$ cat config.mk
export PLATFORM = sky130hd
export DESIGN_NAME = mcs_carrier_select
export DESIGN_NICKNAME = d
export VERILOG_FILES = /design/src/rtl/mcs_pkg.sv /design/src/rtl/mcs_carrier_path.sv /design/src/rtl/mcs_carrier_select.sv
export SDC_FILE = /design/constraint.sdc
export NUM_CORES = 1
export LEC_CHECK = 0
export BUFFER_PORTS_ARGS = -buffer_cell sky130_fd_sc_hd__buf_2
export CAP_MARGIN = 20
export CORE_MARGIN = 8
export CORE_UTILIZATION = 56
export DETAILED_ROUTE_END_ITERATION = 10
export PLACE_DENSITY = 0.95
export RECOVER_POWER = 25
export SLEW_MARGIN = 20
export SYNTH_ARGS = -nofsm -noshare
export SYNTH_HDL_FRONTEND = slang
export SYNTH_SLANG_ARGS = --single-unit
$ cat constraint.sdc
create_clock -name i_mclk -period 1.87 [get_ports i_mclk]
set_input_delay 0.0935 -clock i_mclk [delete_from_list [all_inputs] [get_ports i_mclk]]
set_output_delay 0.0935 -clock i_mclk [all_outputs]
set_load 0.05 [all_outputs]
$ cat src/rtl/mcs_pkg.sv
package mcs_pkg;
	// register indices on the plain register port
	localparam logic [1:0] ADDR_HIGH_CTRL = 2'h0;
	localparam logic [1:0] ADDR_LOW_CTRL = 2'h1;
	localparam logic [1:0] ADDR_STATUS = 2'h2;
	// field positions inside each carrier control register
	localparam int BIT_PIN_OFF = 7;
	localparam int BIT_INVERT = 6;
	localparam int BIT_EDGE_WAIT = 5;
	localparam int BIT_UNUSED = 4;
	localparam int SRC_MSB = 3;
	// reset value of both control registers (documented value unknown)
	localparam logic [7:0] CTRL_RESET = 8'h00;
	// writable bits: bit 4 is not implemented
	localparam logic [7:0] CTRL_WMASK = 8'hEF;
	localparam logic [3:0] SRC_CONST_LOW = 4'h0;

	// one carrier control register, as fields
	typedef struct packed {
		logic pin_output_off;
		logic invert;
		logic edge_wait;
		logic unused;
		logic [3:0] source_sel;
	} mcs_ctrl_t;

	// carrier selection state
	typedef enum logic [1:0] {
		MCS_ON_LOW = 2'b00,
		MCS_ON_HIGH = 2'b01,
		MCS_WAIT_LOW = 2'b10,
		MCS_WAIT_HIGH = 2'b11
	} mcs_state_t;
endpackage : mcs_pkg

$ cat src/rtl/mcs_carrier_path.sv
`timescale 1ns/100ps
// one carrier path: source mux, polarity and falling-edge detect
module mcs_carrier_path #(
	parameter int N_SRC = 16
) (
	// clock and reset
	input wire logic i_mclk,
	input wire logic i_rst_n,
	input wire logic i_ce,
	// configuration and sources
	input wire mcs_pkg::mcs_ctrl_t i_ctrl,
	input wire logic [N_SRC-1:0] i_sources,
	// result
	output logic o_carrier,
	output logic o_fall
);
	import mcs_pkg::*;

	logic sel_now;
	logic prev;
	logic next_prev;

	// code zero gives constant low; unconnected codes should be tied low
	always_comb begin
		if (i_ctrl.source_sel == SRC_CONST_LOW) begin
			sel_now = 1'b0;
		end else begin
			sel_now = i_sources[i_ctrl.source_sel];
		end
		o_carrier = sel_now ^ i_ctrl.invert;
		next_prev = o_carrier;
		o_fall = prev & ~o_carrier;
	end

	// previous level, for the falling-edge test
	always_ff @(posedge i_mclk or negedge i_rst_n) begin
		if (!i_rst_n) begin
			prev <= 1'b0;
		end else if (i_ce) begin
			prev <= next_prev;
		end
	end
endmodule : mcs_carrier_path

$ cat src/rtl/mcs_carrier_select.sv
// The address-and-strobe port and the register offsets are this design's own decisions.
`timescale 1ns/100ps
// Contract
// - Low control bit 6 inverts the selected low carrier.
// - With low bit 5 set, a switch low to high waits for a low-carrier fall.
// - With low bit 5 clear, the switch away from low is immediate.
// - Bit 4 of each control register reads zero and ignores writes.
// - With high bit 5 set, a switch high to low waits for a high-carrier fall.
// - High control bit 6 inverts the selected high carrier.
module mcs_carrier_select #(
	parameter int N_SRC = 16
) (
	// clock, reset, enable
	input wire logic i_mclk,
	input wire logic i_nrst,
	input wire logic i_ce,
	// register port
	input wire logic [1:0] i_addr,
	input wire logic [7:0] i_wdata,
	input wire logic i_wr,
	input wire logic i_rd,
	output logic [7:0] o_rdata,
	// modulation data and carrier sources
	input wire logic i_mod_bit,
	input wire logic [N_SRC-1:0] i_sources,
	// modulator outputs
	output logic o_carrier_out,
	output logic o_high_active,
	output logic o_low_pin_oe,
	output logic o_high_pin_oe
);
	import mcs_pkg::*;

	////////////////////////////////////////////////////////////////////
	// reset release through two flops
	// assertion reaches every flop at once; the release is retimed
	// so that no flop leaves reset on another edge than its neighbours
	// the clock enable is not used here, so a reset always completes
	logic rst_meta;
	logic rst_n;
	always_ff @(posedge i_mclk or negedge i_nrst) begin
		if (!i_nrst) begin
			rst_meta <= 1'b0;
			rst_n <= 1'b0;
		end else begin
			rst_meta <= 1'b1;
			rst_n <= rst_meta;
		end
	end

	////////////////////////////////////////////////////////////////////
	// control registers
	mcs_ctrl_t high_ctrl;
	mcs_ctrl_t low_ctrl;
	mcs_ctrl_t next_high_ctrl;
	mcs_ctrl_t next_low_ctrl;
	logic [7:0] rdata;
	logic [7:0] next_rdata;
	logic rd_q;
	logic next_rd_q;
	mcs_state_t state;
	mcs_state_t next_state;

	// masking bit 4 keeps the unimplemented bit at zero
	function automatic mcs_ctrl_t wr_ctrl(input logic [7:0] d);
		wr_ctrl = mcs_ctrl_t'(d & CTRL_WMASK);
	endfunction : wr_ctrl

	// one write strobe aimed at one register index
	function automatic logic wr_hit(input logic wr, input logic [1:0] a,
		input logic [1:0] idx);
		wr_hit = wr && (a == idx);
	endfunction : wr_hit

	// the high state and its wait state both keep the high carrier
	// on the output; the wait only delays the hand-over
	function automatic logic is_high_side(input mcs_state_t s);
		is_high_side = (s == MCS_ON_HIGH) || (s == MCS_WAIT_HIGH);
	endfunction : is_high_side

	always_comb begin
		next_high_ctrl = high_ctrl;
		next_low_ctrl = low_ctrl;
		next_rdata = rdata;
		// the read strobe, registered one cycle late, marks the one cycle in which data stands
		next_rd_q = i_rd;
		if (wr_hit(i_wr, i_addr, ADDR_HIGH_CTRL)) begin
			next_high_ctrl = wr_ctrl(i_wdata);
		end
		if (wr_hit(i_wr, i_addr, ADDR_LOW_CTRL)) begin
			next_low_ctrl = wr_ctrl(i_wdata);
		end
		if (i_rd) begin
			case (i_addr)
				ADDR_HIGH_CTRL: next_rdata = high_ctrl;
				ADDR_LOW_CTRL: next_rdata = low_ctrl;
				ADDR_STATUS: next_rdata = {6'h00, state};
				// index 3 is a hole in the map and reads as zero
				default: next_rdata = 8'h00;
			endcase
		end
	end

	// read data stands in the cycle after the read strobe only;
	// a later read of the same register returns the value then current
	always_ff @(posedge i_mclk or negedge rst_n) begin
		if (!rst_n) begin
			high_ctrl <= mcs_ctrl_t'(CTRL_RESET);
			low_ctrl <= mcs_ctrl_t'(CTRL_RESET);
			rdata <= 8'h00;
			rd_q <= 1'b0;
		end else if (i_ce) begin
			high_ctrl <= next_high_ctrl;
			low_ctrl <= next_low_ctrl;
			rdata <= next_rdata;
			rd_q <= next_rd_q;
		end
	end
	assign o_rdata = rd_q ? rdata : 8'h00;

	////////////////////////////////////////////////////////////////////
	// carrier paths
	// both paths run all the time, so each edge detector holds the
	// last level of its carrier even while the other one is selected
	logic low_car;
	logic low_fall;
	logic high_car;
	logic high_fall;

	mcs_carrier_path #(.N_SRC(N_SRC)) u_low (
		.i_mclk(i_mclk),
		.i_rst_n(rst_n),
		.i_ce(i_ce),
		.i_ctrl(low_ctrl),
		.i_sources(i_sources),
		.o_carrier(low_car),
		.o_fall(low_fall)
	);

	mcs_carrier_path #(.N_SRC(N_SRC)) u_high (
		.i_mclk(i_mclk),
		.i_rst_n(rst_n),
		.i_ce(i_ce),
		.i_ctrl(high_ctrl),
		.i_sources(i_sources),
		.o_carrier(high_car),
		.o_fall(high_fall)
	);

	////////////////////////////////////////////////////////////////////
	// carrier switch: modulation bit high selects high carrier
	always_comb begin
		next_state = state;
		case (state)
			MCS_ON_LOW: begin
				if (i_mod_bit) begin
					// no edge wait: leave at once, short pulses accepted
					if (!low_ctrl.edge_wait) begin
						next_state = MCS_ON_HIGH;
					end else if (low_fall) begin
						next_state = MCS_ON_HIGH;
					end else begin
						next_state = MCS_WAIT_LOW;
					end
				end
			end
			MCS_WAIT_LOW: begin
				// a request withdrawn while waiting keeps the low carrier
				if (!i_mod_bit) begin
					next_state = MCS_ON_LOW;
				end else if (low_fall || !low_ctrl.edge_wait) begin
					next_state = MCS_ON_HIGH;
				end
			end
			MCS_ON_HIGH: begin
				if (!i_mod_bit) begin
					if (!high_ctrl.edge_wait || high_fall) begin
						next_state = MCS_ON_LOW;
					end else begin
						next_state = MCS_WAIT_HIGH;
					end
				end
			end
			MCS_WAIT_HIGH: begin
				// a request withdrawn while waiting keeps the high carrier
				if (i_mod_bit) begin
					next_state = MCS_ON_HIGH;
				end else if (high_fall || !high_ctrl.edge_wait) begin
					next_state = MCS_ON_LOW;
				end
			end
			default: next_state = MCS_ON_LOW;
		endcase
	end

	// output follows the next-state choice, so it changes on the same edge as the state
	logic car_out;
	logic next_car_out;
	// registering costs one cycle of latency but keeps glitches of the
	// source mux off the modulator output
	assign next_car_out = is_high_side(next_state) ? high_car : low_car;

	// state and carrier output share one register stage
	always_ff @(posedge i_mclk or negedge rst_n) begin
		if (!rst_n) begin
			state <= MCS_ON_LOW;
			car_out <= 1'b0;
		end else if (i_ce) begin
			state <= next_state;
			car_out <= next_car_out;
		end
	end

	// modulator side outputs
	assign o_carrier_out = car_out;
	assign o_high_active = is_high_side(state);
	// pin enables only follow the register bits; the pin multiplexer
	// that routes the chosen source to a pad lies outside this block
	assign o_low_pin_oe = ~low_ctrl.pin_output_off;
	assign o_high_pin_oe = ~high_ctrl.pin_output_off;
endmodule : mcs_carrier_select

# Yosys cells after proc, flatten, opt, wreduce, memory -nomap -nowiden
# Cells that the tools add are included.
# op_classes
n_lt_le_gt_ge	2
eq_ne	7
mux	19
bitwise	8
reduce_logical	15
# op_table
cell	n
case mux 8 bit (3 select lines)	1
2-to-1 mux 2 bit	9
< comparator 4 x 5 -> 1 bit (second input constant)	2
binary-select mux 1 bit (select 4 bit)	2
equality test 2 bit (second input constant)	4
zero test 4 bit	2
2-to-1 mux 8 bit	1
case mux 2 bit (4 select lines)	1
equality test 2 x 1 -> 1 bit (second input constant)	3
AND reduction 2 bit	3
2-to-1 mux 1 bit	5
zero test 2 bit	2
logical OR 1 bit	4
NOT 1 bit	4
AND 1 bit	2
logical AND 1 bit	2
zero test 1 bit	2
bitwise XOR 1 bit	2
# totals
register_bits	30
inputBits	32
out_inout_bits	12
word_cells	67

# Logic depth before layout (Yosys ltp)
# depth
word_depth	13
depth_mapped	7
mapped_depth_nobuf	6

# Hierarchy
# A second synthesis with hierarchy kept.
# unflattened
cells_unflattened	153
area_unflattened_um2	1730.4
# by_module_without_submodules
mod	n_inst	cells_per_inst	area_each_um2	seq_area_each_um2
mcs_carrier_select	1	109	1227.4	675.6
mcs_carrier_path	2	22	251.5	25.0

# Worst setup path before layout
# Ideal clock, no wire load.
# synth_timing
path_type	register -> register
start	register high_ctrl[0] (netlist name)
end	register state[1]
arrival_time_ns	1.988
t_required_ns	1.805
slack_ns	-0.183
stages_incl_launch_ff	8
path_buffers	1
synth_period_minus_slack_ns	2.053
cell_sequence	dfrtp_1 > buf_6 > mux2i_1 > mux4_2 > mux2_4 > xor2_2 > a2111oi_4 > o22a_1
# synth_via
elab_chain_len	10
elab_cells_between_ends	13
cone_classes	mux (8); bitwise (3); reduce/logical (2)
# synth_rtl
item	line	rtl
from (decl)	mcs_carrier_select.sv:53	mcs_ctrl_t high_ctrl;
from (signal assigned)	mcs_carrier_select.sv:108	high_ctrl <= mcs_ctrl_t'(CTRL_RESET);
from (signal assigned)	mcs_carrier_select.sv:113	high_ctrl <= next_high_ctrl;
binary-select mux 1 bit (select 4 bit)	mcs_carrier_path.sv:28	sel_now = i_sources[i_ctrl.source_sel];
2-to-1 mux 1 bit (not written as such)	mcs_carrier_path.sv:28	
2-to-1 mux 1 bit (*)	mcs_carrier_path.sv:25	if (i_ctrl.source_sel == SRC_CONST_LOW) begin
bitwise XOR 1 bit (*)	mcs_carrier_path.sv:30	o_carrier = sel_now ^ i_ctrl.invert;
NOT 1 bit (*)	mcs_carrier_path.sv:32	o_fall = prev & ~o_carrier;
AND 1 bit (*)	mcs_carrier_path.sv:32	
logical OR 1 bit (*)	mcs_carrier_select.sv:177, mcs_carrier_select.sv:188	
2-to-1 mux 2 bit, on equally long branches	mcs_carrier_select.sv:188, mcs_carrier_select.sv:177	
2-to-1 mux 2 bit, on equally long branches	mcs_carrier_select.sv:186, mcs_carrier_select.sv:176	
case mux 2 bit (4 select lines) (*)	mcs_carrier_select.sv:154	case (state)
to (signal assigned)	mcs_carrier_select.sv:209	state <= next_state;
to (decl)	mcs_carrier_select.sv:61	mcs_state_t state;
# Every way passes the cells marked *; elsewhere a longest branch is shown, timed or not. The select of a mux whose other input is x is not followed.
# A chain may end at the register's enable or synchronous reset.

# Worst setup path after layout
# layout_timing
start	register high_ctrl[0] (netlist name)
end	register car_out, in the netlist o_carrier_out
# layout_via
elab_chain_len	13
elab_cells_between_ends	17
cone_classes	eq/ne (2); mux (9); bitwise (3); reduce/logical (3)
# layout_rtl
item	line	rtl
binary-select mux 1 bit (select 4 bit)	mcs_carrier_path.sv:28	
2-to-1 mux 1 bit (not written as such)	mcs_carrier_path.sv:28	
2-to-1 mux 1 bit (*)	mcs_carrier_path.sv:25	
bitwise XOR 1 bit (*)	mcs_carrier_path.sv:30	
NOT 1 bit	mcs_carrier_path.sv:32	
AND 1 bit	mcs_carrier_path.sv:32	
logical OR 1 bit	mcs_carrier_select.sv:177, mcs_carrier_select.sv:188	
2-to-1 mux 2 bit, on equally long branches	mcs_carrier_select.sv:188, mcs_carrier_select.sv:177	
2-to-1 mux 2 bit, on equally long branches	mcs_carrier_select.sv:186, mcs_carrier_select.sv:176	
case mux 2 bit (4 select lines)	mcs_carrier_select.sv:154	
equality test 2 x 1 -> 1 bit or equality test 2 bit (tied branches)	mcs_carrier_select.sv:78	is_high_side = (s == MCS_ON_HIGH) || (s == MCS_WAIT_HIGH);
logical OR 1 bit	mcs_carrier_select.sv:78	
2-to-1 mux 1 bit (*)	mcs_carrier_select.sv:201	assign next_car_out = is_high_side(next_state) ? high_car : low_car;
to (signal assigned)	mcs_carrier_select.sv:210	car_out <= next_car_out;
to (decl)	mcs_carrier_select.sv:197	logic car_out;
# Marks and branches as above.

==> reports/qor.txt <==
top post-synthesis cells by count: dfrtp_1, nand2_1, o21ai_0
Leak: 0.000967 uW
Sequential Power Share: 41.8%
Sw Share: 39.3%
DIE WIDTH: 70.1 um
Tot GR Track Use: 17.5%
crit path DAT: 2280 ps
fmax: 0.485 GHz
ys async rst share: 100%
worst-margin pin slew: 673 ps
failing checks: negative setup slack
Cells after Synth: 149
CTS buffer count: 5
CTS tree: yes
Hold Path Class: in -> reg
Pre-antenna DRT Iters: 4
status: finished with violations
cell-internal power: 1380 uW
largest net degree at the start of global routing: 28
Yosys top cell by area: dfrtp_1
Clk Latency, worst-skew pair: 320 ps
n_diodes: 0
drt initial violations: 60
initial antenna violation count: 0
CTS max path bufs: 2
crit-path leading delay family: multiplexers
PortBufs: 40
Post-Synthesis Cell Area: 1640 um2
CTS HTree Levels: 2
clk root buf: clkbuf_4
GRT met1 Usage: 18.5%
Pwr per Cell Area: 1110 nW/um2
kind of start point of the critical path: register
Peak supply drop: 893 uV
flops & latches, synth: 29
Final Skew: 5.73 ps
hold_ws: 18.2 ps
period utilisation layout: 110%
min cycle time layout: 2060 ps
part of the power in the clock network: 16.8%
Area growth syn-to-layout: 25.3%
fraction of layout cells with a size suffix above 1: 44.5%
setup ws final: -194 ps
hold-critical path depth: 2
reg2reg path depth: 6
Ports: 44
slowest stage delay, CP: 470 ps
dpl cells: 220
sequential area share after synthesis: 44.3%
first-pass GRT wire length: 6990 um
GR peak layer: met2
GP Congestion: 0.847
ANT nets after route: 0
Site Rows: 19
Mean Syn Cell Area: 11.0 um2
die area: 4910 um2
final setup violation count: 4
Detailed Route WL: 4210 um
Vias per Instance: 6.05
Layout Cells excl Fill: 231
Gate power share: 41.4%
DR WL/cell: 18.2 um
GR met2 Demand/Resource: 30.7%
synth top area cells: dfrtp_1, mux2_2, mux4_2, mux2i_1, o21ai_0
Setup TNS: -575 ps
RSZ-0062 raised after global routing: yes
Die H: 70.1 um
overflow left after global routing: 0
met3 GRT Util: 6.92%
syn_nets: 181
Crit. End Element: register
clock sinks: 29
critical path depth: 6
DP Wirelength: 3170 um
vias in the first global route: 1499
Critical Path Fanout Max: 6
Clock Pin Slew Worst Setup and Hold Paths: 90 ps
Pins Over Slew Limit: 0
Slew headroom: 55.2%
Crit Path Class: reg -> reg
crit path cell chain: mux2i_1, mux4_2, mux2_4, xor2_4, a311oi_1, a221o_1
buffers plus inverters on the worst setup path: 0
most common cell in the synthesized netlist: dfrtp_1
Most used DFF post-synth: dfrtp_1
# DRC: 0
switching power total: 895 uW
worst endpoint required time: 2080 ps
detailed-route via count: 1397
Starting Density: 58.9%
final number of hold-violating endpoints: 0
synthesis warning total: 0
Std-Cell Core Area: 2780 um2
MaxCap Viol Count: 0
Synth top area share: 44.3%
Worst path slowest cell: mux4_2
Post-synth EDFFs: 0
Fill cells: 196
NumNets Final: 232
Netlist cell types: 36
==> worst paths after layout <==
kind                                          start                         to  slack [ps]
setup / recovery           high_ctrl[0]$_DFFE_PN0P_  o_carrier_out$_DFFE_PN0P_        -190
hold / removal                           i_wdata[2]   high_ctrl[2]$_DFFE_PN0P_          20
setup reg to reg           high_ctrl[0]$_DFFE_PN0P_  o_carrier_out$_DFFE_PN0P_        -190
hold reg to reg                  rst_meta$_DFF_PN0_            rst_n$_DFF_PN0_         350
max in group asynchronous           rst_n$_DFF_PN0_   high_ctrl[0]$_DFFE_PN0P_        1030
min in group asynchronous                    i_nrst            rst_n$_DFF_PN0_          90
==> power groups by stage <==
stage | combinational [uW] | clock (uW) | sequential, uW
2_1_floorplan | 618 | 0 | 935
3_3_place_gp | 795 | 0 | 935
6_report | 942 | 382 | 950
5_1_grt | 1000 | 421 | 972
3_5_place_dp | 836 | 0 | 947
4_1_cts | 889 | 387 | 939
==> cell type report <==
class / instances / area (um2) / share of cell area, %
Inverter: 9 / 33.8 / 1.64
Timing Repair Buffer: 51 / 288 / 14.0
Multi-Input combinational cell: 104 / 911 / 44.3
Tap cell: 31 / 38.8 / 1.89
Sequential cell: 29 / 728 / 35.4
Clock buffer: 7 / 55.1 / 2.68
==> state kept, by name, indices dropped and copies added, names as in the netlist <==
register and flops:
u_low.prev 1, high_ctrl 7, rd_q 1, rst_meta 1
o_carrier_out 1, rst_n 1, rdata 7, u_high.prev 1
state 2, low_ctrl 7
==> logic make-up (layout without fill, tap and decap cells) <==
kind of cell	after synthesis	after routing	share of synthesized area [%]
AOI/OAI and AO/OA	31	31	13.2
xor gates and xnor gates	1	1	0.993
buffers and inverters	16	67	4.89
DFF	29	29	44.3
muxes	31	31	24.8
other	2	2	0.458
and+or+nand+nor	39	39	11.4
==> metal layers <==
metal | up-vias | part of all wire, %
met5 | - | 0
met4 | 0 | 0.83
met3 | 4 | 7.9
met2 | 68 | 51
met1 | 690 | 40
li1 | 635 | -
==> what timing repair did <==
item / CTS / global route
gates resized for setup: 5 / 9
setup buffers: 2 / 0
pin swaps: 1 / 3
hold buffers: 2 / 0
endpoints found under the setup margin: 4 / 5
hold endpoints to repair: 3 / 0
==> cells in the final DEF (no fill, tap or decap), drive strengths merged, types with 2 or more instances in the layout <==
cell	n
nand3	2
mux2i	11
nand2	16
mux2	14
o31ai	3
and2	7
dlygate4sd3	2
a2111oi	2
dfrtp	29
conb	2
buf	47
a21oi	4
inv	9
nor2	7
o21ai	14
mux4	6
clkbuf	9
==> metrics by stage <==
step	instance area [um2]	worst slack (ps)	power [uW]	utilization (%)
2_1_floorplan	1660	-117	1550	-
3_3_place_gp	1900	-210	1730	68.3
3_5_place_dp	1900	-314	1780	68.3
4_1_cts	2020	-185	2210	72.5
5_1_grt	2050	-313	2390	73.9
6_report	2050	-194	2280	73.9
(Power assumes the default switching activity.)
